$ cat config.mk
export PLATFORM = sky130hd
export DESIGN_NAME = paired_timer_control
export DESIGN_NICKNAME = d
export VERILOG_FILES = /design/src/shared/paired_timer_pkg.sv /design/src/logic/paired_timer_control.sv
export SDC_FILE = /design/constraint.sdc
export NUM_CORES = 1
export LEC_CHECK = 0
export BUFFER_PORTS_ARGS = -buffer_cell sky130_fd_sc_hd__buf_2
export CAP_MARGIN = 15
export CORE_UTILIZATION = 54
export DETAILED_ROUTE_END_ITERATION = 8
export PLACE_DENSITY = 0.75
export SLEW_MARGIN = 5
export SYNTH_ARGS = -nofsm -noshare
export SYNTH_HDL_FRONTEND = slang
export SYNTH_SLANG_ARGS = --single-unit
$ cat constraint.sdc
create_clock -name sys_clk_i -period 4.95 [get_ports sys_clk_i]
set_input_delay 0.2475 -clock sys_clk_i [delete_from_list [all_inputs] [get_ports sys_clk_i]]
set_output_delay 0.2475 -clock sys_clk_i [all_outputs]
set_load 0.005 [all_outputs]
$ cat src/shared/paired_timer_pkg.sv
package paired_timer_pkg;
	localparam int unsigned ADDR_W = 8;
	localparam int unsigned DATA_W = 32;
	localparam int unsigned REG_W = 16;

	// register byte offsets
	localparam logic [ADDR_W-1:0] OFS_EVEN_CONTROL = 8'h00;
	localparam logic [ADDR_W-1:0] OFS_ODD_CONTROL = 8'h04;
	localparam logic [ADDR_W-1:0] OFS_EVEN_COUNT = 8'h08;
	localparam logic [ADDR_W-1:0] OFS_ODD_COUNT = 8'h0C;
	localparam logic [ADDR_W-1:0] OFS_EVEN_PERIOD = 8'h10;
	localparam logic [ADDR_W-1:0] OFS_ODD_PERIOD = 8'h14;
	localparam logic [ADDR_W-1:0] OFS_IRQ_STATUS = 8'h18;
	localparam logic [ADDR_W-1:0] OFS_IRQ_CLEAR = 8'h1C;
	localparam logic [ADDR_W-1:0] OFS_IRQ_ENABLE = 8'h20;

	// writable bit masks of the two control registers
	localparam logic [REG_W-1:0] EVEN_CTL_MASK = 16'hA07A;
	localparam logic [REG_W-1:0] ODD_CTL_MASK = 16'hA072;

	localparam logic [REG_W-1:0] CTL_RESET = 16'h0000;
	localparam logic [REG_W-1:0] COUNT_RESET = 16'h0000;
	localparam logic [REG_W-1:0] PERIOD_RESET = 16'hFFFF;
	localparam logic [1:0] IRQ_RESET = 2'h0;

	// terminal prescale counts, ratio minus one
	localparam logic [7:0] PRE_LIM_1 = 8'h00;
	localparam logic [7:0] PRE_LIM_8 = 8'h07;
	localparam logic [7:0] PRE_LIM_64 = 8'h3F;
	localparam logic [7:0] PRE_LIM_256 = 8'hFF;
	localparam logic [1:0] PS_1 = 2'h0;
	localparam logic [1:0] PS_8 = 2'h1;
	localparam logic [1:0] PS_64 = 2'h2;
	localparam logic [1:0] PS_256 = 2'h3;

	localparam logic [1:0] RESP_OKAY = 2'h0;
	localparam logic [1:0] RESP_SLVERR = 2'h2;

	localparam int unsigned IRQ_EVEN_BIT = 0;
	localparam int unsigned IRQ_ODD_BIT = 1;

	typedef struct packed {
		logic on;
		logic rsv14;
		logic stop_in_idle;
		logic [5:0] rsv12_7;
		logic gated_accumulate_enable;
		logic [1:0] prescale_select;
		logic pair_32bit_select;
		logic rsv2;
		logic clock_source_select;
		logic rsv0;
	} ctl_type;

	typedef struct packed {
		logic even;
		logic odd;
	} timer_pins_type;
endpackage

$ cat src/logic/paired_timer_control.sv
// Overview of operation
// - prescale codes divide by 1, 8, 64, 256
// - clock source: external pin or half clock
// - stop_in_idle halts counting during idle mode
// - control write while on clears prescaler
// - unimplemented control bits read zero, ignore writes
// - pair select joins timers into 32 bits
// - timer_on bit starts and stops counting
// - odd count is high word, even low
// - 32-bit match raises the odd flag
//
// Register access over AXI4-Lite and the address map were left to the implementer.
module paired_timer_control (
	// clock and reset
	input wire logic sys_clk_i,
	input wire logic rst_n_i,
	// axi4-lite write address and data
	input wire logic [paired_timer_pkg::ADDR_W-1:0] s_axi_awaddr_i,
	input wire logic s_axi_awvalid_i,
	output logic s_axi_awready_o,
	input wire logic [paired_timer_pkg::DATA_W-1:0] s_axi_wdata_i,
	input wire logic [3:0] s_axi_wstrb_i,
	input wire logic s_axi_wvalid_i,
	output logic s_axi_wready_o,
	// axi4-lite write response
	output logic [1:0] s_axi_bresp_o,
	output logic s_axi_bvalid_o,
	input wire logic s_axi_bready_i,
	// axi4-lite read
	input wire logic [paired_timer_pkg::ADDR_W-1:0] s_axi_araddr_i,
	input wire logic s_axi_arvalid_i,
	output logic s_axi_arready_o,
	output logic [paired_timer_pkg::DATA_W-1:0] s_axi_rdata_o,
	output logic [1:0] s_axi_rresp_o,
	output logic s_axi_rvalid_o,
	input wire logic s_axi_rready_i,
	// timer pins and device state
	input wire paired_timer_pkg::timer_pins_type ext_clk_i,
	input wire paired_timer_pkg::timer_pins_type gate_i,
	input wire logic idle_mode_i,
	// interrupt
	output logic irq_o
);
	import paired_timer_pkg::*;
	logic [REG_W-1:0] ctl_ff [2], cnt_ff [2], per_ff [2];
	logic [1:0] irq_status_ff, irq_enable_ff, bresp_ff, rresp_ff, ext_prev_ff;
	logic [ADDR_W-1:0] aw_addr_ff;
	logic [DATA_W-1:0] w_data_ff, rdata_ff;
	logic [3:0] w_strb_ff;
	logic aw_full_ff, w_full_ff, bvalid_ff, rvalid_ff, half_div_ff;
	logic [7:0] pre_ff [2];
	logic wr_en, irq_clr_wr, irq_en_wr, wr_hit, pair, match32;
	logic [1:0] ctl_wr, cnt_wr, per_wr, tick, ext_pin, gate_pin, match16, period_event;
	logic [31:0] nxt_cnt32;
	logic [REG_W-1:0] nxt_cnt0, nxt_cnt1;
	ctl_type even_ctl;
	function automatic logic [REG_W-1:0] merge(input logic [REG_W-1:0] old, input logic [DATA_W-1:0] d,
			input logic [3:0] s);
		logic [REG_W-1:0] r;
		r = old;
		if (s[0]) r[7:0] = d[7:0];
		if (s[1]) r[15:8] = d[15:8];
		return r;
	endfunction
	function automatic logic [7:0] pre_limit(input logic [1:0] ps);
		logic [7:0] r;
		r = PRE_LIM_1;
		unique case (ps)
			PS_1: r = PRE_LIM_1;
			PS_8: r = PRE_LIM_8;
			PS_64: r = PRE_LIM_64;
			PS_256: r = PRE_LIM_256;
		endcase
		return r;
	endfunction
	assign ext_pin = {ext_clk_i.odd, ext_clk_i.even};
	assign gate_pin = {gate_i.odd, gate_i.even};
	assign even_ctl = ctl_type'(ctl_ff[0]);
	assign pair = even_ctl.pair_32bit_select;
	// axi write channel: address and data accepted in either order
	assign s_axi_awready_o = !aw_full_ff && !bvalid_ff;
	assign s_axi_wready_o = !w_full_ff && !bvalid_ff;
	assign wr_en = aw_full_ff && w_full_ff && !bvalid_ff;
	assign s_axi_bvalid_o = bvalid_ff;
	assign s_axi_bresp_o = bresp_ff;
	always_ff @(posedge sys_clk_i or negedge rst_n_i) begin
		if (!rst_n_i) begin
			aw_full_ff <= 1'b0;
			aw_addr_ff <= '0;
		end else if (s_axi_awvalid_i && s_axi_awready_o) begin
			aw_full_ff <= 1'b1;
			aw_addr_ff <= s_axi_awaddr_i;
		end else if (wr_en) begin
			aw_full_ff <= 1'b0;
		end
	end

	always_ff @(posedge sys_clk_i or negedge rst_n_i) begin
		if (!rst_n_i) begin
			w_full_ff <= 1'b0;
			w_data_ff <= '0;
			w_strb_ff <= '0;
		end else if (s_axi_wvalid_i && s_axi_wready_o) begin
			w_full_ff <= 1'b1;
			w_data_ff <= s_axi_wdata_i;
			w_strb_ff <= s_axi_wstrb_i;
		end else if (wr_en) begin
			w_full_ff <= 1'b0;
		end
	end

	always_comb begin
		ctl_wr = '0;
		cnt_wr = '0;
		per_wr = '0;
		irq_clr_wr = 1'b0;
		irq_en_wr = 1'b0;
		wr_hit = 1'b1;
		unique case (aw_addr_ff)
			OFS_EVEN_CONTROL: ctl_wr[0] = wr_en;
			OFS_ODD_CONTROL: ctl_wr[1] = wr_en;
			OFS_EVEN_COUNT: cnt_wr[0] = wr_en;
			OFS_ODD_COUNT: cnt_wr[1] = wr_en;
			OFS_EVEN_PERIOD: per_wr[0] = wr_en;
			OFS_ODD_PERIOD: per_wr[1] = wr_en;
			OFS_IRQ_CLEAR: irq_clr_wr = wr_en;
			OFS_IRQ_ENABLE: irq_en_wr = wr_en;
			OFS_IRQ_STATUS: wr_hit = 1'b0;
			default: wr_hit = 1'b0;
		endcase
	end

	always_ff @(posedge sys_clk_i or negedge rst_n_i) begin
		if (!rst_n_i) begin
			bvalid_ff <= 1'b0;
			bresp_ff <= RESP_OKAY;
		end else if (wr_en) begin
			bvalid_ff <= 1'b1;
			bresp_ff <= wr_hit ? RESP_OKAY : RESP_SLVERR;
		end else if (s_axi_bready_i) begin
			bvalid_ff <= 1'b0;
		end
	end
	// axi read channel
	assign s_axi_arready_o = !rvalid_ff;
	assign s_axi_rvalid_o = rvalid_ff;
	assign s_axi_rdata_o = rdata_ff;
	assign s_axi_rresp_o = rresp_ff;
	always_ff @(posedge sys_clk_i or negedge rst_n_i) begin
		if (!rst_n_i) begin
			rvalid_ff <= 1'b0;
			rdata_ff <= '0;
			rresp_ff <= RESP_OKAY;
		end else if (s_axi_arvalid_i && s_axi_arready_o) begin
			rvalid_ff <= 1'b1;
			rresp_ff <= RESP_OKAY;
			rdata_ff <= '0;
			unique case (s_axi_araddr_i)
				OFS_EVEN_CONTROL: rdata_ff[REG_W-1:0] <= ctl_ff[0];
				OFS_ODD_CONTROL: rdata_ff[REG_W-1:0] <= ctl_ff[1];
				OFS_EVEN_COUNT: rdata_ff[REG_W-1:0] <= cnt_ff[0];
				OFS_ODD_COUNT: rdata_ff[REG_W-1:0] <= cnt_ff[1];
				OFS_EVEN_PERIOD: rdata_ff[REG_W-1:0] <= per_ff[0];
				OFS_ODD_PERIOD: rdata_ff[REG_W-1:0] <= per_ff[1];
				OFS_IRQ_STATUS: rdata_ff[1:0] <= irq_status_ff;
				OFS_IRQ_ENABLE: rdata_ff[1:0] <= irq_enable_ff;
				OFS_IRQ_CLEAR: rdata_ff <= '0;
				default: rresp_ff <= RESP_SLVERR;
			endcase
		end else if (s_axi_rready_i) begin
			rvalid_ff <= 1'b0;
		end
	end
	// control registers; unimplemented bits masked away so they stay zero
	always_ff @(posedge sys_clk_i or negedge rst_n_i) begin
		if (!rst_n_i) begin
			ctl_ff[0] <= CTL_RESET;
			ctl_ff[1] <= CTL_RESET;
		end else begin
			if (ctl_wr[0]) begin
				ctl_ff[0] <= merge(ctl_ff[0], w_data_ff, w_strb_ff) & EVEN_CTL_MASK;
			end
			if (ctl_wr[1]) begin
				ctl_ff[1] <= merge(ctl_ff[1], w_data_ff, w_strb_ff) & ODD_CTL_MASK;
			end
		end
	end

	always_ff @(posedge sys_clk_i or negedge rst_n_i) begin
		if (!rst_n_i) begin
			per_ff[0] <= PERIOD_RESET;
			per_ff[1] <= PERIOD_RESET;
		end else begin
			if (per_wr[0]) begin
				per_ff[0] <= merge(per_ff[0], w_data_ff, w_strb_ff);
			end
			if (per_wr[1]) begin
				per_ff[1] <= merge(per_ff[1], w_data_ff, w_strb_ff);
			end
		end
	end
	// internal count clock is half the system clock
	always_ff @(posedge sys_clk_i or negedge rst_n_i) begin
		if (!rst_n_i) begin
			half_div_ff <= 1'b0;
			ext_prev_ff <= '0;
		end else begin
			half_div_ff <= !half_div_ff;
			ext_prev_ff <= ext_pin;
		end
	end
	// per-timer clock selection, gating and prescale
	for (genvar i = 0; i < 2; i++) begin : g_timer
		ctl_type c;
		logic run, src;
		logic [7:0] lim;
		assign c = ctl_type'(ctl_ff[i]);
		assign run = c.on && !(c.stop_in_idle && idle_mode_i);
		// gate only applies to the internal clock
		assign src = c.clock_source_select ? (ext_pin[i] && !ext_prev_ff[i]) :
			(half_div_ff && (!c.gated_accumulate_enable || gate_pin[i]));
		assign lim = pre_limit(c.prescale_select);
		assign tick[i] = run && src && (pre_ff[i] >= lim);

		always_ff @(posedge sys_clk_i or negedge rst_n_i) begin
			if (!rst_n_i) begin
				pre_ff[i] <= '0;
			end else if (ctl_wr[i] && c.on) begin
				pre_ff[i] <= '0;
			end else if (run && src) begin
				pre_ff[i] <= (pre_ff[i] >= lim) ? 8'h00 : pre_ff[i] + 8'h01;
			end
		end
	end
	// count logic; a software write to a count wins over counting
	assign match16[0] = cnt_ff[0] == per_ff[0];
	assign match16[1] = cnt_ff[1] == per_ff[1];
	assign match32 = {cnt_ff[1], cnt_ff[0]} == {per_ff[1], per_ff[0]};
	assign nxt_cnt32 = {cnt_ff[1], cnt_ff[0]} + 32'h0000_0001;
	always_comb begin
		nxt_cnt0 = cnt_ff[0];
		nxt_cnt1 = cnt_ff[1];
		period_event = '0;
		if (pair) begin
			// odd prescaler and control ignored, even tick drives both words
			if (tick[0]) begin
				if (match32) begin
					nxt_cnt0 = COUNT_RESET;
					nxt_cnt1 = COUNT_RESET;
					period_event[IRQ_ODD_BIT] = 1'b1;
				end else begin
					nxt_cnt0 = nxt_cnt32[15:0];
					nxt_cnt1 = nxt_cnt32[31:16];
				end
			end
		end else begin
			if (tick[0]) begin
				nxt_cnt0 = match16[0] ? COUNT_RESET : cnt_ff[0] + 16'h0001;
				period_event[IRQ_EVEN_BIT] = match16[0];
			end
			if (tick[1]) begin
				nxt_cnt1 = match16[1] ? COUNT_RESET : cnt_ff[1] + 16'h0001;
				period_event[IRQ_ODD_BIT] = match16[1];
			end
		end
	end

	always_ff @(posedge sys_clk_i or negedge rst_n_i) begin
		if (!rst_n_i) begin
			cnt_ff[0] <= COUNT_RESET;
			cnt_ff[1] <= COUNT_RESET;
		end else begin
			cnt_ff[0] <= cnt_wr[0] ? merge(cnt_ff[0], w_data_ff, w_strb_ff) : nxt_cnt0;
			cnt_ff[1] <= cnt_wr[1] ? merge(cnt_ff[1], w_data_ff, w_strb_ff) : nxt_cnt1;
		end
	end
	// interrupt: an event in the clearing cycle survives
	always_ff @(posedge sys_clk_i or negedge rst_n_i) begin
		if (!rst_n_i) begin
			irq_status_ff <= IRQ_RESET;
		end else if (irq_clr_wr && w_strb_ff[0]) begin
			irq_status_ff <= (irq_status_ff & ~w_data_ff[1:0]) | period_event;
		end else begin
			irq_status_ff <= irq_status_ff | period_event;
		end
	end

	always_ff @(posedge sys_clk_i or negedge rst_n_i) begin
		if (!rst_n_i) begin
			irq_enable_ff <= IRQ_RESET;
		end else if (irq_en_wr && w_strb_ff[0]) begin
			irq_enable_ff <= w_data_ff[1:0];
		end
	end
	assign irq_o = |(irq_status_ff & irq_enable_ff);
endmodule

After elaboration in Yosys (flattened, before gate mapping)
Cells that the tools add are included.

cells by class
  add/subtract/negate cells = 5
  magnitude comparators = 2
  eq/ne operators = 29
  muxes and demuxes = 51
  bitwise gates (word level) = 5
  reductions and logical operators = 63

operators by type and width
  cell                                                              count
  16-bit two-way mux                                                12
  14-bit case mux with 6 select lines                               1
  8-bit two-way mux                                                 8
  8-bit case mux with 4 select lines                                2
  8-bit by 5-bit == test with 1-bit output (second input constant)  7
  16-bit by 1-bit adder with 16-bit output (second input constant)  2
  32-bit by 1-bit adder with 32-bit output (second input constant)  1
  16-bit == test                                                    2
  32-bit == test                                                    1
  8-bit by 4-bit == test with 1-bit output (second input constant)  4
  1-bit two-way mux                                                 24
  1-bit logical AND                                                 23
  2-bit AND reduction                                               10
  8-bit by 1-bit adder with 8-bit output (second input constant)    2
  8-bit by 3-bit == test with 1-bit output (second input constant)  2
  8-bit by 6-bit == test with 1-bit output (second input constant)  2
  8-bit greater-or-equal comparator                                 2
  8-bit zero test                                                   2
  2-bit case mux with 8 select lines                                1
  2-bit nonzero test                                                7
  1-bit zero test                                                   11
  9-bit OR reduction                                                1
  2-bit == test (second input constant)                             4
  2-bit != test (second input constant)                             4
  other kinds (12)                                                  20

storage, ports and cells
  register bits = 150
  logic and storage cells = 183

Depth between registers and ports, before layout
  depth after elaboration = 10
  depth in mapped cells = 10
  gate-level depth less buffers = 9

Worst setup path before layout
No wires, ideal clock.

  path kind = reg-to-reg
  start = register ctl_ff, in the netlist g_timer[1].c[4]
  end = register cnt_ff[6] in the netlist's numbering
  arrival time = 2.409 ns
  required time = 4.824 ns
  path slack = 2.415 ns
  cell stages (with the launch flop) = 9
  buffers on the path = 0
  clock period less this slack = 2.535 ns
  cells stage by stage = dfrtp_1 nor2_1 ha_1 a2111o_1 a311oi_2 nor3_1 or3_1 and2_1 o32a_1

on the way
  word-level cells in the longest chain between the ends = 6
  elaborated cells on any way between the ends = 9
  those cells by class = order compare (1); eq/ne (3); mux (1); reduce/logical (4)

ends and longest elaborated chain
  item                                    line                         RTL
  start, declared                         paired_timer_control.sv:45   logic [REG_W-1:0] ctl_ff [2], cnt_ff [2], per_ff [2];
  2-bit == test (tied with other cells)   paired_timer_control.sv:68   unique case (ps)
  8-bit case mux with 4 select lines (*)  paired_timer_control.sv:68
  8-bit greater-or-equal comparator (*)   paired_timer_control.sv:223  assign tick[i] = run && src && (pre_ff[i] >= lim);
  1-bit logical AND (*)                   paired_timer_control.sv:223
  3-bit nonzero test (no line) (*)        -
  3-bit AND reduction (no line) (*)       -
  end, declared                           paired_timer_control.sv:45

Mark *: on every way between the ends. The rest lies on a longest branch, timed or not.
A chain may end at the register's enable or synchronous reset.

Final worst setup path
  start = register ctl_ff, in the netlist g_timer[1].c[5]
  end = register cnt_ff[12] in the netlist's numbering

The elaborated chain is that of the path after synthesis.

==> impl_metrics.json <==
{
  "row_count": 45,
  "dp_hpwl_um": 15500,
  "synth_seq_cells": 148,
  "syn_to_final_growth_pct": 12.9,
  "ys_types": 82,
  "outcome": "completed",
  "p_leak_uw": 0.00417,
  "core_area_um2": 15300,
  "holdPathStages": 3,
  "final_common_cell": "dfrtp_1",
  "vdd.ir_drop.worst_uv": 291,
  "ant_nets": 0,
  "clkSlewWorstSetupHoldPaths_ps": 60,
  "die_x_um": 127,
  "powerDensity_nw_per_um2": 457,
  "fin_worst_skew_ps": 7.72,
  "port_buffers": 69,
  "fmax_ghz": 0.313,
  "start_util_pct": 55.5,
  "cp_data_required_time_ps": 5300,
  "setup_viol": 0,
  "worstPathArrival_ps": 3540,
  "yosysSeqAreaShare_pct": 44.2,
  "die-area_um2": 16200,
  "grt_pass1_vias": 6733,
  "syn_inst": 855,
  "slowest_delay_ps": 890,
  "ys_warn_count": 0,
  "most-common-layout-cells": "dfrtp_1 (116), nand2_1 (72), mux2_2 (68), buf_2 (68), nor2_1 (52)",
  "drive_above_1_share_pct": 24.1,
  "insertedDiodeCount": 0,
  "slowest_stage": "nor3_1",
  "boundaryPins": 106,
  "drc": 0,
  "drt_wl_total_um": 22300,
  "finalCritPeriodShare_pct": 64.5,
  "fin_ws_ps": 1760,
  "drv_cap": 0,
  "gp_congestion": 0.935,
  "setup_tns_ps": 0,
  "worstHoldStart": "s_axi_wdata_i[6]",
  "max_slew_margin_pct": 22.0,
  "cts_tree": "built",
  "r2r_end": "cnt_ff[12]$_DFFE_PN0P_",
  "crit_fanout": 8,
  "hold_viol_final": 0,
  "cts_sinks": 148,
  "synth_edf_count": 0,
  "antenna_found_initial": 0,
  "dp_slack_ps": 1790,
  "die_h_um": 127,
  "grt_first_pass_wirelength_um": 36200,
  "grt_max_degree": 102,
  "min_to": "w_data_ff[6]$_DFFE_PN0P_",
  "worstHoldPathType": "primary input to register",
  "crit_chain": "nor2_1 > ha_1 > nor2_1 > o31ai_1 > a311oi_2 > nor3_1 > nor3_2 > or4_1 > o211ai_1",
  "criticalPathCategory": "register to register",
  "synth_top_cell_by_area": "dfrtp_1",
  "post_cts_resized": 0,
  "nets": 987,
  "vias": 7068,
  "synth_top_area_share_pct": 34.3,
  "postCtsSetupBuffers": 0,
  "critical_path.most_common_cell": "nor2_1",
  "rr_worst_depth": 9,
  "worstMarginPinSlew_ps": 1170,
  "start_kind": "register",
  "fillers": 1270,
  "h-tree-depth": 4,
  "drt_iter0_drc": 931,
  "cts_buffer_depth": 2,
  "async_reset_ff_share_pct": 100,
  "drt_first_pass_iters": 6,
  "ys.flop_type": "dfrtp_1",
  "avgRoutedWirePerCell_um": 19.7,
  "r2r-start": "g_timer[1].c[5]$_DFFE_PN0P_",
  "cts_buffers": 17,
  "overflow": 0,
  "grt_use_total_pct": 29.1,
  "drv_slew": 0,
  "clk_latency_ps": 430,
  "rrSetupSlack_ps": 1760,
  "drt-vias-per-instance": 6.25,
  "rsz0062_at_grt": "no",
  "period_needed_ps": 3190,
  "avgSynthCellArea_um2": 9.91,
  "fin_util_pct": 62.7,
  "timing.critical_path.from": "g_timer[1].c[5]$_DFFE_PN0P_",
  "ys_top_cells_by_area": "dfrtp_1 (34%), dfstp_2 (9.9%), mux2_2 (9.0%)",
  "syn_area_um2": 8470,
  "cts-root-buf": "clkbuf_16",
  "endpoint_kind": "register"
}
==> power breakdown <==
part | total, µW | switching, µW | internal (µW)
combinational | 1040 | 571 | 471
clock | 1450 | 524 | 924
sequential | 1880 | 440 | 1440
total | 4370 | 1530 | 2840
==> how the worst max path moves through the flow <==
stage | cells past startpoint | to | slack (ps)
2_1_floorplan | 8 | cnt_ff[6]$_DFFE_PN0P_ | 2420
3_3_place_gp | 9 | cnt_ff[12]$_DFFE_PN0P_ | 1860
3_5_place_dp | 9 | cnt_ff[12]$_DFFE_PN0P_ | 1790
4_1_cts | 9 | cnt_ff[12]$_DFFE_PN0P_ | 1770
5_1_grt | 9 | cnt_ff[12]$_DFFE_PN0P_ | 1500
6_report | 9 | cnt_ff[12]$_DFFE_PN0P_ | 1760
==> through the flow <==
stage	cells	cell area, µm²	power (µW)	hold WS (ps)
floorplan	872	8540	2520	-48.1
global placement	1094	8850	2870	377
detailed placement	1094	8850	2900	376
CTS	1131	9560	4350	7.07
global route	1131	9560	4570	19.0
finish	1131	9560	4370	13.7
==> cells by family after synthesis <==
group	share of synthesized area, %
and+or+nand+nor	16.0
AOI/OAI and AO/OA	19.0
DFF	44.2
buffers and inverters	5.39
muxes	9.16
xor gates and xnor gates	3.93
adders and majority gates	2.36
other	0.0443
==> layer usage <==
metal	vias up	routed length (µm)	GRT usage, %
li1	3236	-	-
met1	3425	9940	41.7
met3	59	1920	5.86
met2	348	9680	42.9
met5	-	0	0
met4	0	737	12.2
==> cells in the mapped netlist (all sizes together) (16+ instances only) <==
master / n
nor2: 52
clkbuf: 31
a21oi: 38
nand3: 29
mux2: 68
o21ai: 60
a22oi: 21
xor2: 35
ha: 16
dfstp: 32
buf: 32
a221oi: 17
dfrtp: 116
inv: 32
nand2: 72
==> final cells by class <==
cell class | count | area, µm² | share of cell area, %
inverter | 32 | 120 | 1.26
clock inverter | 11 | 199 | 2.08
tap | 211 | 264 | 2.76
clock buffer | 21 | 460 | 4.81
sequential | 148 | 3740 | 39.1
multi-input combinational | 629 | 4340 | 45.3
timing repair buffer | 79 | 439 | 4.59
==> state kept, by name, summed over array words and instances, names as in the netlist <==
name,cells
w_full_ff,1
cnt_ff,32
per_ff,32
half_div_ff,1
pre_ff,16
even_ctl,7
irq_status_ff,2
aw_full_ff,1
ext_prev_ff,2
w_strb_ff,2
s_axi_bresp_o,1
s_axi_bvalid_o,1
s_axi_rresp_o,1
aw_addr_ff,8
s_axi_rdata_o,16
g_timer.c,6
irq_enable_ff,2
s_axi_rvalid_o,1
w_data_ff,16
==> worst max-delay path, delay by kind of cell, from the launching register on <==
kind	cells	cell delay, ps
and+or+nand+nor	5	1850
DFF	1	430
AOI/OAI and AO/OA	3	540
adders and majority gates	1	300
==> repair_timing <==
action	in CTS	in global routing
hold buffers	5	0
endpoints found under the hold margin	91	0
endpoints found under the setup margin	0	0
Note: power is estimated with default switching activity, not from simulation.
